--- src/fspm_regs.svh ---
// register map and constants of the device as seen from the controller
// assumes an 8-bit register port on the device side
`ifndef FSPM_REGS_SVH
`define FSPM_REGS_SVH

`define FSPM_ADDR_INT_MASK      8'h20
`define FSPM_ADDR_FLASH_CMD     8'h21
`define FSPM_ADDR_FLASH_STATUS  8'h22
`define FSPM_ADDR_PROTECT_CMD   8'h23
`define FSPM_ADDR_MODE_CTRL     8'h24
`define FSPM_ADDR_PTR_HIGH      8'h25
`define FSPM_ADDR_PTR_LOW       8'h26
`define FSPM_ADDR_CMP_HIGH      8'h27
`define FSPM_ADDR_CMP_LOW       8'h28
`define FSPM_ADDR_WDT_ENABLE    8'h29

`define FSPM_VAL_ZERO           8'h00
`define FSPM_VAL_ALL_ONES       8'hff
`define FSPM_VAL_UNLOCK_KEY     8'ha5
`define FSPM_VAL_MODE_PROG      8'h01
`define FSPM_VAL_MODE_PROG_INV  8'hfe
`define FSPM_VAL_MODE_NORM      8'h00
`define FSPM_VAL_MODE_NORM_INV  8'hff
`define FSPM_VAL_CMD_ERASE      8'h03
`define FSPM_VAL_WDT_RESTART    8'hac

`define FSPM_BIT_UNLOCK_ERR     0
`define FSPM_BIT_VERIFY_FAIL    1
`define FSPM_BIT_PROTECT_VIOL   2
`define FSPM_RETRY_MAX          4'h3

`endif

--- src/fspm_pkg.sv ---
// types shared by the controller modules
package fspm_pkg;
    typedef enum logic [1:0] {
        FSPM_OP_ENTER,
        FSPM_OP_EXIT,
        FSPM_OP_ERASE,
        FSPM_OP_NONE
    } fspm_op_t;

    typedef enum {
        ST_IDLE,
        EN_MRD, EN_MWR, EN_DI,
        U_CMD0, U_SCLR, U_PROT, U_MC1, U_MC2, U_MC3,
        EN_NOP, EN_HALT, U_SRD, EX_MRST,
        ER_CMD, ER_APH, ER_APL, ER_CPH, ER_CPL, ER_SCLR, ER_WDT,
        ER_HALT, ER_SRD,
        ST_RSP
    } fspm_state_t;
endpackage

--- src/fspm_acc_if.sv ---
// single register access request between sequencer and port engine
`timescale 1ns/1ns
interface fspm_acc_if;
    logic       req;
    logic       wr;
    logic [7:0] addr;
    logic [7:0] wdata;
    logic       done;
    logic [7:0] rdata;

    modport seq (output req, wr, addr, wdata, input done, rdata);
    modport eng (input req, wr, addr, wdata, output done, rdata);
endinterface

--- src/fspm_port.sv ---
// register port engine: one read or write to the device per request
// assumes the device raises dev_ack once per access, any cycle later
`timescale 1ns/1ns
module fspm_port (
    input  wire logic   clk_sys,
    input  wire logic   rst_n,
    fspm_acc_if.eng     acc,
    output logic        dev_wr_en,
    output logic        dev_rd_en,
    output logic [7:0]  dev_addr,
    output logic [7:0]  dev_wdata,
    input  wire logic [7:0] dev_rdata,
    input  wire logic   dev_ack
);
    logic busy_r;

    always_ff @(posedge clk_sys or negedge rst_n) begin
        if (!rst_n) begin
            busy_r    <= 1'b0;
            dev_wr_en <= 1'b0;
            dev_rd_en <= 1'b0;
            dev_addr  <= 8'h00;
            dev_wdata <= 8'h00;
        end else if (!busy_r && acc.req) begin
            busy_r    <= 1'b1;
            dev_wr_en <= acc.wr;
            dev_rd_en <= !acc.wr;
            dev_addr  <= acc.addr;
            dev_wdata <= acc.wdata;
        end else if (busy_r && dev_ack) begin
            busy_r    <= 1'b0;
            dev_wr_en <= 1'b0;
            dev_rd_en <= 1'b0;
        end
    end

    // done in the ack cycle so the sequencer advances before re-requesting
    assign acc.done  = busy_r && dev_ack;
    assign acc.rdata = dev_rdata;

    property p_no_overlap;
        @(posedge clk_sys) disable iff (!rst_n)
        !(dev_wr_en && dev_rd_en);
    endproperty
    a_no_overlap: assert property (p_no_overlap)
        else $error("read and write together");
endmodule

--- src/fspm_ctrl.sv ---
// controller that moves the device into and out of self-programming mode
// and runs a block erase through the device register port
// assumes device ack on each access and a resume pulse after halt
`timescale 1ns/1ns
`include "fspm_regs.svh"

// Operation
// - program only inside self-programming mode, then leave
// - mask all interrupts and disable before entry
// - clear flash command before each transition
// - clear status before unlock and operation
// - entry key then 01h, feh, 01h
// - nop then halt after entry writes
// - unlock error bit zero retried after status clear
// - exit key then 00h, ffh, 00h
// - raise cpu clock before entering
// - restore clock after clean exit only (clk_boost also drops when entry fails on the last retry)
// - sequence code runs outside erased flash
// - erase command, block pointers, low zeros
// - restart watchdog before starting operation
// - halt starts operation, resume ends it
// - restore interrupts after clean exit
// - block pointer upper nibble kept zero
module fspm_ctrl (
    input  wire logic             clk_sys,
    input  wire logic             rst_n,
    input  wire logic             cmd_valid,
    input  wire fspm_pkg::fspm_op_t cmd_op,
    input  wire logic [3:0]       cmd_block,
    input  wire logic             wdt_used,
    output logic                  cmd_ready,
    output logic                  rsp_valid,
    output logic                  rsp_ok,
    output logic [7:0]            rsp_status,
    output logic                  in_prog_mode,
    output logic                  int_disable,
    output logic                  clk_boost,
    input  wire logic             clk_fast_ok,
    output logic                  dev_halt,
    input  wire logic             dev_resume,
    output logic                  dev_wr_en,
    output logic                  dev_rd_en,
    output logic [7:0]            dev_addr,
    output logic [7:0]            dev_wdata,
    input  wire logic [7:0]       dev_rdata,
    input  wire logic             dev_ack
);
    import fspm_pkg::*;

    fspm_acc_if acc ();

    fspm_state_t state_r;
    fspm_state_t state_nxt;
    logic        to_prog_r;
    logic [3:0]  block_r;
    logic        wdt_r;
    logic [7:0]  mask_save_r;
    logic [3:0]  retry_r;
    logic        is_acc;
    logic        acc_wr;
    logic [7:0]  acc_addr;
    logic [7:0]  acc_data;
    logic [7:0]  mode_val;
    logic [7:0]  mode_inv;
    logic        step;

    fspm_port u_port (
        .clk_sys   (clk_sys),
        .rst_n     (rst_n),
        .acc       (acc.eng),
        .dev_wr_en (dev_wr_en),
        .dev_rd_en (dev_rd_en),
        .dev_addr  (dev_addr),
        .dev_wdata (dev_wdata),
        .dev_rdata (dev_rdata),
        .dev_ack   (dev_ack)
    );

    assign mode_val = to_prog_r ? `FSPM_VAL_MODE_PROG : `FSPM_VAL_MODE_NORM;
    assign mode_inv = to_prog_r ? `FSPM_VAL_MODE_PROG_INV
                                : `FSPM_VAL_MODE_NORM_INV;

    // access table: what each state writes or reads
    always_comb begin
        is_acc   = 1'b1;
        acc_wr   = 1'b1;
        acc_addr = 8'h00;
        acc_data = `FSPM_VAL_ZERO;
        case (state_r)
            EN_MRD: begin
                acc_wr   = 1'b0;
                acc_addr = `FSPM_ADDR_INT_MASK;
            end
            EN_MWR: begin
                acc_addr = `FSPM_ADDR_INT_MASK;
                acc_data = `FSPM_VAL_ALL_ONES;
            end
            U_CMD0: acc_addr = `FSPM_ADDR_FLASH_CMD;
            U_SCLR, ER_SCLR: acc_addr = `FSPM_ADDR_FLASH_STATUS;
            U_PROT: begin
                acc_addr = `FSPM_ADDR_PROTECT_CMD;
                acc_data = `FSPM_VAL_UNLOCK_KEY;
            end
            U_MC1, U_MC3: begin
                acc_addr = `FSPM_ADDR_MODE_CTRL;
                acc_data = mode_val;
            end
            U_MC2: begin
                acc_addr = `FSPM_ADDR_MODE_CTRL;
                acc_data = mode_inv;
            end
            U_SRD, ER_SRD: begin
                acc_wr   = 1'b0;
                acc_addr = `FSPM_ADDR_FLASH_STATUS;
            end
            EX_MRST: begin
                acc_addr = `FSPM_ADDR_INT_MASK;
                acc_data = mask_save_r;
            end
            ER_CMD: begin
                acc_addr = `FSPM_ADDR_FLASH_CMD;
                acc_data = `FSPM_VAL_CMD_ERASE;
            end
            ER_APH: begin
                acc_addr = `FSPM_ADDR_PTR_HIGH;
                acc_data = {4'h0, block_r};
            end
            ER_APL: acc_addr = `FSPM_ADDR_PTR_LOW;
            ER_CPH: begin
                acc_addr = `FSPM_ADDR_CMP_HIGH;
                acc_data = {4'h0, block_r};
            end
            ER_CPL: acc_addr = `FSPM_ADDR_CMP_LOW;
            ER_WDT: begin
                acc_addr = `FSPM_ADDR_WDT_ENABLE;
                acc_data = `FSPM_VAL_WDT_RESTART;
            end
            default: is_acc = 1'b0;
        endcase
    end

    assign acc.req   = is_acc;
    assign acc.wr    = acc_wr;
    assign acc.addr  = acc_addr;
    assign acc.wdata = acc_data;
    assign step      = is_acc && acc.done;
    assign cmd_ready = (state_r == ST_IDLE);

    always_comb begin
        state_nxt = state_r;
        case (state_r)
            ST_IDLE: begin
                if (cmd_valid) begin
                    case (cmd_op)
                        FSPM_OP_ENTER: state_nxt = in_prog_mode ? ST_RSP
                                                                : EN_MRD;
                        FSPM_OP_EXIT:  state_nxt = in_prog_mode ? U_CMD0
                                                                : ST_RSP;
                        // no erase while in normal mode
                        FSPM_OP_ERASE: state_nxt = in_prog_mode ? ER_CMD
                                                                : ST_RSP;
                        default:       state_nxt = ST_RSP;
                    endcase
                end
            end
            EN_MRD:  if (step) state_nxt = EN_MWR;
            EN_MWR:  if (step) state_nxt = EN_DI;
            EN_DI:   if (clk_fast_ok) state_nxt = U_CMD0;
            U_CMD0:  if (step) state_nxt = U_SCLR;
            U_SCLR:  if (step) state_nxt = U_PROT;
            U_PROT:  if (step) state_nxt = U_MC1;
            U_MC1:   if (step) state_nxt = U_MC2;
            U_MC2:   if (step) state_nxt = U_MC3;
            U_MC3:   if (step) state_nxt = to_prog_r ? EN_NOP : U_SRD;
            EN_NOP:  state_nxt = EN_HALT;
            EN_HALT: if (dev_resume) state_nxt = U_SRD;
            U_SRD: begin
                if (step) begin
                    if (acc.rdata[`FSPM_BIT_UNLOCK_ERR])
                        state_nxt = (retry_r == `FSPM_RETRY_MAX) ? ST_RSP
                                                                 : U_SCLR;
                    else
                        state_nxt = to_prog_r ? ST_RSP : EX_MRST;
                end
            end
            EX_MRST: if (step) state_nxt = ST_RSP;
            ER_CMD:  if (step) state_nxt = ER_APH;
            ER_APH:  if (step) state_nxt = ER_APL;
            ER_APL:  if (step) state_nxt = ER_CPH;
            ER_CPH:  if (step) state_nxt = ER_CPL;
            ER_CPL:  if (step) state_nxt = ER_SCLR;
            ER_SCLR: if (step) state_nxt = wdt_r ? ER_WDT : ER_HALT;
            ER_WDT:  if (step) state_nxt = ER_HALT;
            ER_HALT: if (dev_resume) state_nxt = ER_SRD;
            ER_SRD:  if (step) state_nxt = ST_RSP;
            ST_RSP:  state_nxt = ST_IDLE;
            default: state_nxt = ST_IDLE;
        endcase
    end

    always_ff @(posedge clk_sys or negedge rst_n) begin
        if (!rst_n)
            state_r <= ST_IDLE;
        else
            state_r <= state_nxt;
    end

    always_ff @(posedge clk_sys or negedge rst_n) begin
        if (!rst_n) begin
            to_prog_r <= 1'b0;
            block_r   <= 4'h0;
            wdt_r     <= 1'b0;
        end else if (state_r == ST_IDLE && cmd_valid) begin
            to_prog_r <= (cmd_op == FSPM_OP_ENTER);
            block_r   <= cmd_block;
            wdt_r     <= wdt_used;
        end
    end

    always_ff @(posedge clk_sys or negedge rst_n) begin
        if (!rst_n)
            mask_save_r <= 8'h00;
        else if (state_r == EN_MRD && step)
            mask_save_r <= acc.rdata;
    end

    always_ff @(posedge clk_sys or negedge rst_n) begin
        if (!rst_n)
            retry_r <= 4'h0;
        else if (state_r == ST_IDLE)
            retry_r <= 4'h0;
        else if (state_r == U_SRD && step)
            retry_r <= retry_r + 4'h1;
    end

    // interrupt disable and clock boost span the whole programming window
    always_ff @(posedge clk_sys or negedge rst_n) begin
        if (!rst_n) begin
            int_disable  <= 1'b0;
            clk_boost    <= 1'b0;
            in_prog_mode <= 1'b0;
        end else if (state_r == EN_MWR && step) begin
            int_disable <= 1'b1;
            clk_boost   <= 1'b1;
        end else if (state_r == U_SRD && step) begin
            if (!acc.rdata[`FSPM_BIT_UNLOCK_ERR])
                in_prog_mode <= to_prog_r;
            else if (to_prog_r && retry_r == `FSPM_RETRY_MAX) begin
                int_disable <= 1'b0;
                clk_boost   <= 1'b0;
            end
        end else if (state_r == EX_MRST && step) begin
            int_disable <= 1'b0;
            clk_boost   <= 1'b0;
        end
    end

    always_ff @(posedge clk_sys or negedge rst_n) begin
        if (!rst_n)
            dev_halt <= 1'b0;
        else if (state_nxt == EN_HALT || state_nxt == ER_HALT)
            dev_halt <= 1'b1;
        else
            dev_halt <= 1'b0;
    end

    // results: status byte kept, ok flag per kind of operation
    always_ff @(posedge clk_sys or negedge rst_n) begin
        if (!rst_n) begin
            rsp_valid  <= 1'b0;
            rsp_ok     <= 1'b0;
            rsp_status <= 8'h00;
        end else begin
            rsp_valid <= (state_nxt == ST_RSP);
            if (state_r == ST_IDLE && cmd_valid)
                rsp_ok <= 1'b0;
            else if (state_r == U_SRD && step) begin
                rsp_status <= acc.rdata;
                rsp_ok     <= !acc.rdata[`FSPM_BIT_UNLOCK_ERR];
            end else if (state_r == ER_SRD && step) begin
                rsp_status <= acc.rdata;
                rsp_ok     <= !acc.rdata[`FSPM_BIT_VERIFY_FAIL] &&
                              !acc.rdata[`FSPM_BIT_PROTECT_VIOL];
            end
        end
    end

    property p_erase_halt_mode;
        @(posedge clk_sys) disable iff (!rst_n)
        (state_r == ER_HALT) |-> in_prog_mode;
    endproperty
    a_erase_halt_mode: assert property (p_erase_halt_mode)
        else $error("erase halt outside programming mode");

    property p_key_irq_off;
        @(posedge clk_sys) disable iff (!rst_n)
        (dev_wr_en && dev_addr == `FSPM_ADDR_PROTECT_CMD) |->
            int_disable && clk_boost;
    endproperty
    a_key_irq_off: assert property (p_key_irq_off)
        else $error("unlock key with interrupts or slow clock");

    property p_key_after_clear;
        @(posedge clk_sys) disable iff (!rst_n)
        (state_r == U_PROT && $past(state_r) != U_PROT) |->
            $past(state_r) == U_SCLR;
    endproperty
    a_key_after_clear: assert property (p_key_after_clear)
        else $error("unlock key without status clear");

    property p_mode_triple;
        @(posedge clk_sys) disable iff (!rst_n)
        (state_r == U_PROT && step) |=> (state_r == U_MC1) [*1] ##0
            (acc_data == mode_val);
    endproperty
    a_mode_triple: assert property (p_mode_triple)
        else $error("first mode write wrong");

    property p_exit_values;
        @(posedge clk_sys) disable iff (!rst_n)
        (state_r == U_MC2 && !to_prog_r) |->
            acc_data == `FSPM_VAL_MODE_NORM_INV;
    endproperty
    a_exit_values: assert property (p_exit_values)
        else $error("exit complement wrong");

    property p_nop_halt;
        @(posedge clk_sys) disable iff (!rst_n)
        (state_r == EN_NOP) |=> dev_halt ##0 (state_r == EN_HALT);
    endproperty
    a_nop_halt: assert property (p_nop_halt)
        else $error("no halt after nop");

    property p_halt_hold;
        @(posedge clk_sys) disable iff (!rst_n)
        (dev_halt && !dev_resume) |=> dev_halt;
    endproperty
    a_halt_hold: assert property (p_halt_hold)
        else $error("halt dropped before resume");

    property p_clock_restore;
        @(posedge clk_sys) disable iff (!rst_n)
        $fell(clk_boost) |-> !in_prog_mode;
    endproperty
    a_clock_restore: assert property (p_clock_restore)
        else $error("clock restored while in programming mode");

    property p_erase_block;
        @(posedge clk_sys) disable iff (!rst_n)
        (dev_wr_en && dev_addr == `FSPM_ADDR_CMP_HIGH && in_prog_mode) |->
            dev_wdata[7:4] == 4'h0;
    endproperty
    a_erase_block: assert property (p_erase_block)
        else $error("compare high upper nibble set");

    property p_erase_ok;
        @(posedge clk_sys) disable iff (!rst_n)
        (state_r == ER_SRD && step) |=>
            rsp_ok == (rsp_status[2:1] == 2'b00) ##0 rsp_valid;
    endproperty
    a_erase_ok: assert property (p_erase_ok)
        else $error("erase result flag wrong");

    c_enter: cover property (@(posedge clk_sys) disable iff (!rst_n)
        $rose(in_prog_mode));
    c_retry: cover property (@(posedge clk_sys) disable iff (!rst_n)
        state_r == U_SRD && step && acc.rdata[0] ##1 state_r == U_SCLR);
    c_erase: cover property (@(posedge clk_sys) disable iff (!rst_n)
        state_r == ER_SRD && step);
    c_exit: cover property (@(posedge clk_sys) disable iff (!rst_n)
        $fell(in_prog_mode));
endmodule

--- config.mk ---
export PLATFORM = sky130hd
export DESIGN_NAME = fspm_ctrl
export DESIGN_NICKNAME = d
export VERILOG_FILES = /design/src/fspm_pkg.sv /design/src/fspm_acc_if.sv /design/src/fspm_port.sv /design/src/fspm_ctrl.sv
export VERILOG_INCLUDE_DIRS = /design/src /design/src/src
export SDC_FILE = /design/constraint.sdc
export NUM_CORES = 1
export LEC_CHECK = 0
export BUFFER_PORTS_ARGS = -buffer_cell sky130_fd_sc_hd__buf_2
export CAP_MARGIN = 25
export CORE_MARGIN = 1.5
export CORE_UTILIZATION = 40
export DETAILED_ROUTE_END_ITERATION = 8
export SYNTH_ARGS = -nofsm -noshare
export SYNTH_HDL_FRONTEND = slang
export SYNTH_HIERARCHICAL = 1
export SYNTH_SLANG_ARGS = --single-unit
export TNS_END_PERCENT = 100
--- constraint.sdc ---
create_clock -name clk_sys -period 7.3 [get_ports clk_sys]
set_input_delay 1.095 -clock clk_sys [delete_from_list [all_inputs] [get_ports clk_sys]]
set_output_delay 1.095 -clock clk_sys [all_outputs]
set_load 0.01 [all_outputs]
# After elaboration in Yosys (flattened, before gate mapping)
# Cells that the tools add are included.
[op_classes] n_addsub=1 n_eq_ne=35 mux=54 bitwise_logic=3 reduce_logical=36
[op_table] operator="case mux 32 bit (22 select lines)" n=1
[op_table] operator="two-way mux 32 bit" n=21
[op_table] operator="== test 32 x 5 -> 1 bit, second input constant" n=10
[op_table] operator="== test 32 x 4 -> 1 bit, second input constant" n=8
[op_table] operator="== test 32 x 3 -> 1 bit, second input constant" n=5
[op_table] operator="== test 32 x 2 -> 1 bit, second input constant" n=3
[op_table] operator="== test 32 x 6 -> 1 bit, second input constant" n=3
[op_table] operator="logical NOT 32 bit" n=2
[op_table] operator="case mux 8 bit (8 select lines)" n=1
[op_table] operator="case mux 6 bit (10 select lines)" n=1
[op_table] operator="== test 32 x 1 -> 1 bit, second input constant" n=1
[op_table] operator="two-way mux 5 bit" n=6
[op_table] operator="two-way mux 1 bit" n=18
[op_table] operator="OR reduction 18 bit" n=1
[op_table] operator="two-way mux 8 bit" n=2
[op_table] operator="case mux 5 bit (3 select lines)" n=1
[op_table] operator="logical AND 1 bit" n=11
[op_table] operator="OR reduction 3 bit" n=3
[op_table] operator="two-way mux 4 bit" n=2
[op_table] operator="OR reduction 2 bit" n=4
[op_table] operator="!= test 3 bit, second input constant" n=2
[op_table] operator="AND reduction 3 bit" n=2
[op_table] operator="nonzero test 2 bit" n=3
[op_table] operator="nonzero test 3 bit" n=2
[op_table] operator="11 further kinds" n=16
[word_totals] regBits=82 inputBits=21 output_inout_bits=33 wordCells=146

# Logic depth before layout (Yosys ltp)
[logic_depth] word_depth=9 depth_mapped=11 ltp_nobuf=8

# Cells and area by module
# Netlist, hierarchy kept.
[modules_own_cells] mod="fspm_ctrl" instances=1 cells_each=327 area_each_um2=3360.7 seq_area_each_um2=1576.5
[modules_own_cells] mod="fspm_port" instances=1 cells_each=57 area_each_um2=859.6 seq_area_each_um2=475.5

# Least setup slack after synthesis
# No wires, ideal clock.
[synth_path] kind="in2reg" start="input dev_ack" end="register dev_halt" setup_ns=0.078 t_arrival_ns=2.652 required_time_ns=7.222 setup_slack_ns=4.570 cell_stages=8 path_buffers=0 path_cell_list="and2_1 > inv_1 > o31ai_1 > o41a_1 > o32a_1 > o221ai_1 > or3_1 > a21oi_1"
[synth_via] elab_chain_len=7 elab_cells_between_ends=24 classes_between="eq/ne: 2; mux: 19; reduce/logical: 3"
[synth_lines] item="start: declaration" line="fspm_ctrl.sv:46" rtl="input wire logic dev_ack"
[synth_lines] item="logical AND 1 bit *" line="fspm_port.sv:38" rtl="assign acc.done = busy_r && dev_ack;"
[synth_lines] item="logical AND 1 bit *" line="fspm_ctrl.sv:146" rtl="assign step = is_acc && acc.done;"
[synth_lines] item="two-way mux 32 bit (tied with other cells)" line="fspm_ctrl.sv:186, fspm_ctrl.sv:195"
[synth_lines] item="case mux 32 bit (22 select lines) *" line="fspm_ctrl.sv:151" rtl="case (state_r)"
[synth_lines] item="named net state_nxt[2]" line="fspm_ctrl.sv:53" rtl="fspm_state_t state_nxt;"
[synth_lines] item="== test 32 x 5 -> 1 bit or == test 32 x 6 -> 1 bit (tied branches)" line="fspm_ctrl.sv:261" rtl="else if (state_nxt == EN_HALT || state_nxt == ER_HALT)"
[synth_lines] item="logical OR 1 bit *" line="fspm_ctrl.sv:261"
[synth_lines] item="two-way mux 1 bit *" line="fspm_ctrl.sv:261"
[synth_lines] item="end signal: assignment" line="fspm_ctrl.sv:260" rtl="dev_halt <= 1'b0;"
[synth_lines] item="end signal: assignment" line="fspm_ctrl.sv:262" rtl="dev_halt <= 1'b1;"
[synth_lines] item="end signal: assignment" line="fspm_ctrl.sv:264" rtl="dev_halt <= 1'b0;"
[synth_lines] item="end: declaration" line="fspm_ctrl.sv:39" rtl="output logic dev_halt,"
# The timed path passes the listed nets; every way through them passes the cells marked *.
# A chain may end at the register's enable or synchronous reset.

# Worst setup path in the final report
[layout_path] start="register state_r[3]" end="output cmd_ready"
[layout_via] elab_chain_len=1
[layout_lines] item="start: declaration" line="fspm_ctrl.sv:52" rtl="fspm_state_t state_r;"
[layout_lines] item="start signal: assignment" line="fspm_ctrl.sv:205" rtl="state_r <= state_nxt;"
[layout_lines] item="logical NOT 32 bit" line="fspm_ctrl.sv:147" rtl="assign cmd_ready = (state_r == ST_IDLE);"
[layout_lines] item="end: declaration" line="fspm_ctrl.sv:31" rtl="output logic cmd_ready,"
# No other way between the ends.

==> results.md <==
* Yosys warning count at 6
* Main combinational cell family by area after synthesis: simple AND/OR/NAND/NOR gates
* I/O Buffers at 53
* Slew HR at 43.8%
* Synth top area cells: dfrtp_1 (49%), mux2_2 (7.5%), mux2_4 (3.6%)
* P&R area growth vs syn at 14.1%
* DRT antenna net count at 0
* Clock tree sinks at 82
* Worst Tran Pin Value at 843 ps
* Critical path class: reg -> out
* Root Driver: clkbuf_8
* Max-cap violations at 0
* Top_reg_cell synth: dfrtp_1
* Post-synthesis adder-cell area fraction at 1.72%
* H-tree Lvls at 3
* Die H at 106 um
* First-pass GRT wire length at 15,900 um
* Crit path launch type: register
* EDFF count, synth at 0
* Sw Pwr at 0.209 mW
* Max clock buf depth at 2
* CP Buf/Inv Count at 1
* Post-synthesis xor/xnor area fraction at 1.25%
* Final Skew at 16.3 ps
* Layout cell share with drive strength beyond 1 at 28.1%
* RSZ-0062 raised after global routing: no
* Drt wl/cell at 16.2 um
* Overflow after GRT at 0
* Post-Synthesis Cell Area at 4220 sq um
* Register area share after synthesis at 48.6%
* CTS tree: yes
* Setup TNS at 0 ps
* Maximum operating frequency at 284 MHz
* Worst-path maximum fanout at 24
* Clock power frac at 40.9%
* Row cnt at 37
* Share of flip-flops with an asynchronous set or reset at 100%
* Placed cells at 574
* Pleak at 2.32 nW
* Area of the multi-input gates at 2030 sq um
* Synth Register Bits at 82
* Fin crit share at 48.3%
* FILL cells at 979
* Later-pin clock latency in the skew report at 360 ps
* Final Max Tran Viols at 0
* Routed WL at 9560 um
* Peak VDD IR at 0.0000878 V
* CP peak stage delay at 700 ps
* Simple-gate portion of the synthesized area at 16.5%
* Detailed-route DRC error count at 0
* Final Hold Fails at 0
* Critical path, cell by cell: nor2_2 -> nand2_2 -> nor3_2 -> buf_2
* DRT iter0 DRCs at 235
* # Post-CTS Setup Buffers at 0
* HP Class: reg -> reg
* Commonest cells after routing, fill and taps aside: dfrtp_1 (82), buf_2 (52), conb_1 (30)
* Synth Area in Compound Gates at 13.3%
* Vias in the first global route at 3,030
* Delay-heaviest family, CP: simple AND/OR/NAND/NOR gates
* CP Capture Type: output port
* CTS clock-pin slew for the worst setup and hold paths at 100 ps
* Antenna violations before repair at 0
* Final setup violation count at 0
* ANT cells at 0
* Cts repair resizes at 0
* Internal Power at 0.639 mW
* GP Congestion at 0.925
* Pin count of the biggest net entering global routing at 83
* Multiplexer share of the synthesized area at 12.5%
* Status: completed
* Vias at 3,089
* Slowest cell on crit path: dfrtp_1
* Pwr per Cell Area at 176 nW/um^2
* Cts-stage hold buffer count at 0
* Commonest non-fill, non-tap cell in the layout: dfrtp_1
* Synth Area per Inst at 11.0 sq um
* Area fraction of the dominant cell type after synthesis at 48.6%
* Die X at 106 um
* CP required at 6200 ps
* CP arrival at 2430 ps
* CTS Buf Count at 9
* Cell count after synthesis at 384
* Die area at 11,200 sq um
* Flop pwr share at 55.2%
* Largest area contributor in the netlist: dfrtp_1
* Distinct cells, synth at 73
* Sequential cell area at 2050 sq um
* Area of the core at 10,300 sq um
* I/O pin count at 54
* Vias/cell at 5.23
* Post-DP HPWL at 6740 um
* Post-layout min period at 3520 ps
* Final #Nets at 476
* Comb power frac at 3.9%
* Drt pass-1 iters at 5
* Fin cells at 591
* Total track usage at 18.4%
* Sw Ratio at 24.6%
* Initial Util at 41.1%
## cell usage after synthesis (5+ instances only)
master and number:
nor3_1 12, clkbuf_1 6, ha_1 5, dfrtp_1 82, nor4_1 5, inv_1 11
mux2i_1 5, a21oi_1 15, nand2_1 25, nor2_1 29, buf_4 12, mux2_4 10
nand3_1 8, nor2b_1 11, and3_1 5, buf_2 8, o21ai_0 16, mux2_2 28
## area by class of cell
class | count | area share (%)
Clock buffer | 9 | 2.57
Inverter | 13 | 1.01
Multi-Input combinational cell | 288 | 42.1
Tap cell | 136 | 3.53
Sequential cell | 82 | 42.6
Timing Repair Buffer | 56 | 6.44
Clock inverter | 7 | 1.77
## per-layer routing
layer	track usage [%]	vias up	wire, um
met3	3.71	20	626
met2	27.6	112	4290
met5	0	-	0
met1	25.9	1478	4420
met4	7.43	0	227
li1	-	1479	-
## path summary, 6_finish.rpt
check,to,slack [ps],startpoint,depth (start not counted)
max,cmd_ready,3780,state_r[3],4
min,mask_save_r[0],510,mask_save_r[0],1
max reg2reg,dev_halt,4200,state_r[3],7
min reg2reg,mask_save_r[0],510,mask_save_r[0],1
max in group asynchronous,state_r[6],6030,rst_n,2
min in group asynchronous,u_port/dev_wr_en,670,rst_n,1
## power groups by stage
stage	logic (mW)	registers, mW	clock network [mW]
2_1_floorplan	0.0142	0.477	0
3_5_place_dp	0.0319	0.477	0
5_1_grt	0.0386	0.469	0.374
6_report	0.0334	0.468	0.347
3_3_place_gp	0.0314	0.476	0
4_1_cts	0.0319	0.468	0.356
## worst reg2reg max path: cells and delay by family, from the launching register on
| kind | cells | cell delay [ps] |
|---|---|---|
| compound gates | 4 | 720 |
| flops | 1 | 910 |
| simple gates | 2 | 900 |
| buf+inv | 1 | 490 |
## logic make-up after synthesis
logic type	count (synthesis)
simple gates	125
compound gates	77
fa+ha+maj	6
other cells	1
buf+inv	43
flops	82
mux	44
xor+xnor	6
## flip-flops by register name, summed over array words and instances, names as in the netlist
register / flops
retry_r: 4
wdt_r: 1
to_prog_r: 1
rsp_status: 8
rsp_ok: 1
dev_halt: 1
u_port/dev_rd_en: 1
u_port/dev_addr: 8
u_port/dev_wr_en: 1
in_prog_mode: 1
rsp_valid: 1
clk_boost: 1
state_r: 32
u_port/dev_wdata: 8
mask_save_r: 8
u_port/busy_r: 1
block_r: 4
## through the flow
| stage | power [mW] | area (sq um) | hold slack [ps] | utilization, % | setup WS, ps |
|---|---|---|---|---|---|
| detailed placement | 0.509 | 4580 | 484 | 44.6 | 4180 |
| floorplan | 0.491 | 4330 | 458 | - | 4570 |
| CTS | 0.856 | 4790 | 504 | 46.6 | 3790 |
| finish | 0.848 | 4820 | 507 | 46.9 | 3780 |
| global placement | 0.508 | 4580 | 471 | 44.6 | 4180 |
| global route | 0.881 | 4820 | 528 | 46.9 | 3560 |
Power figures use the tool's default switching activity.
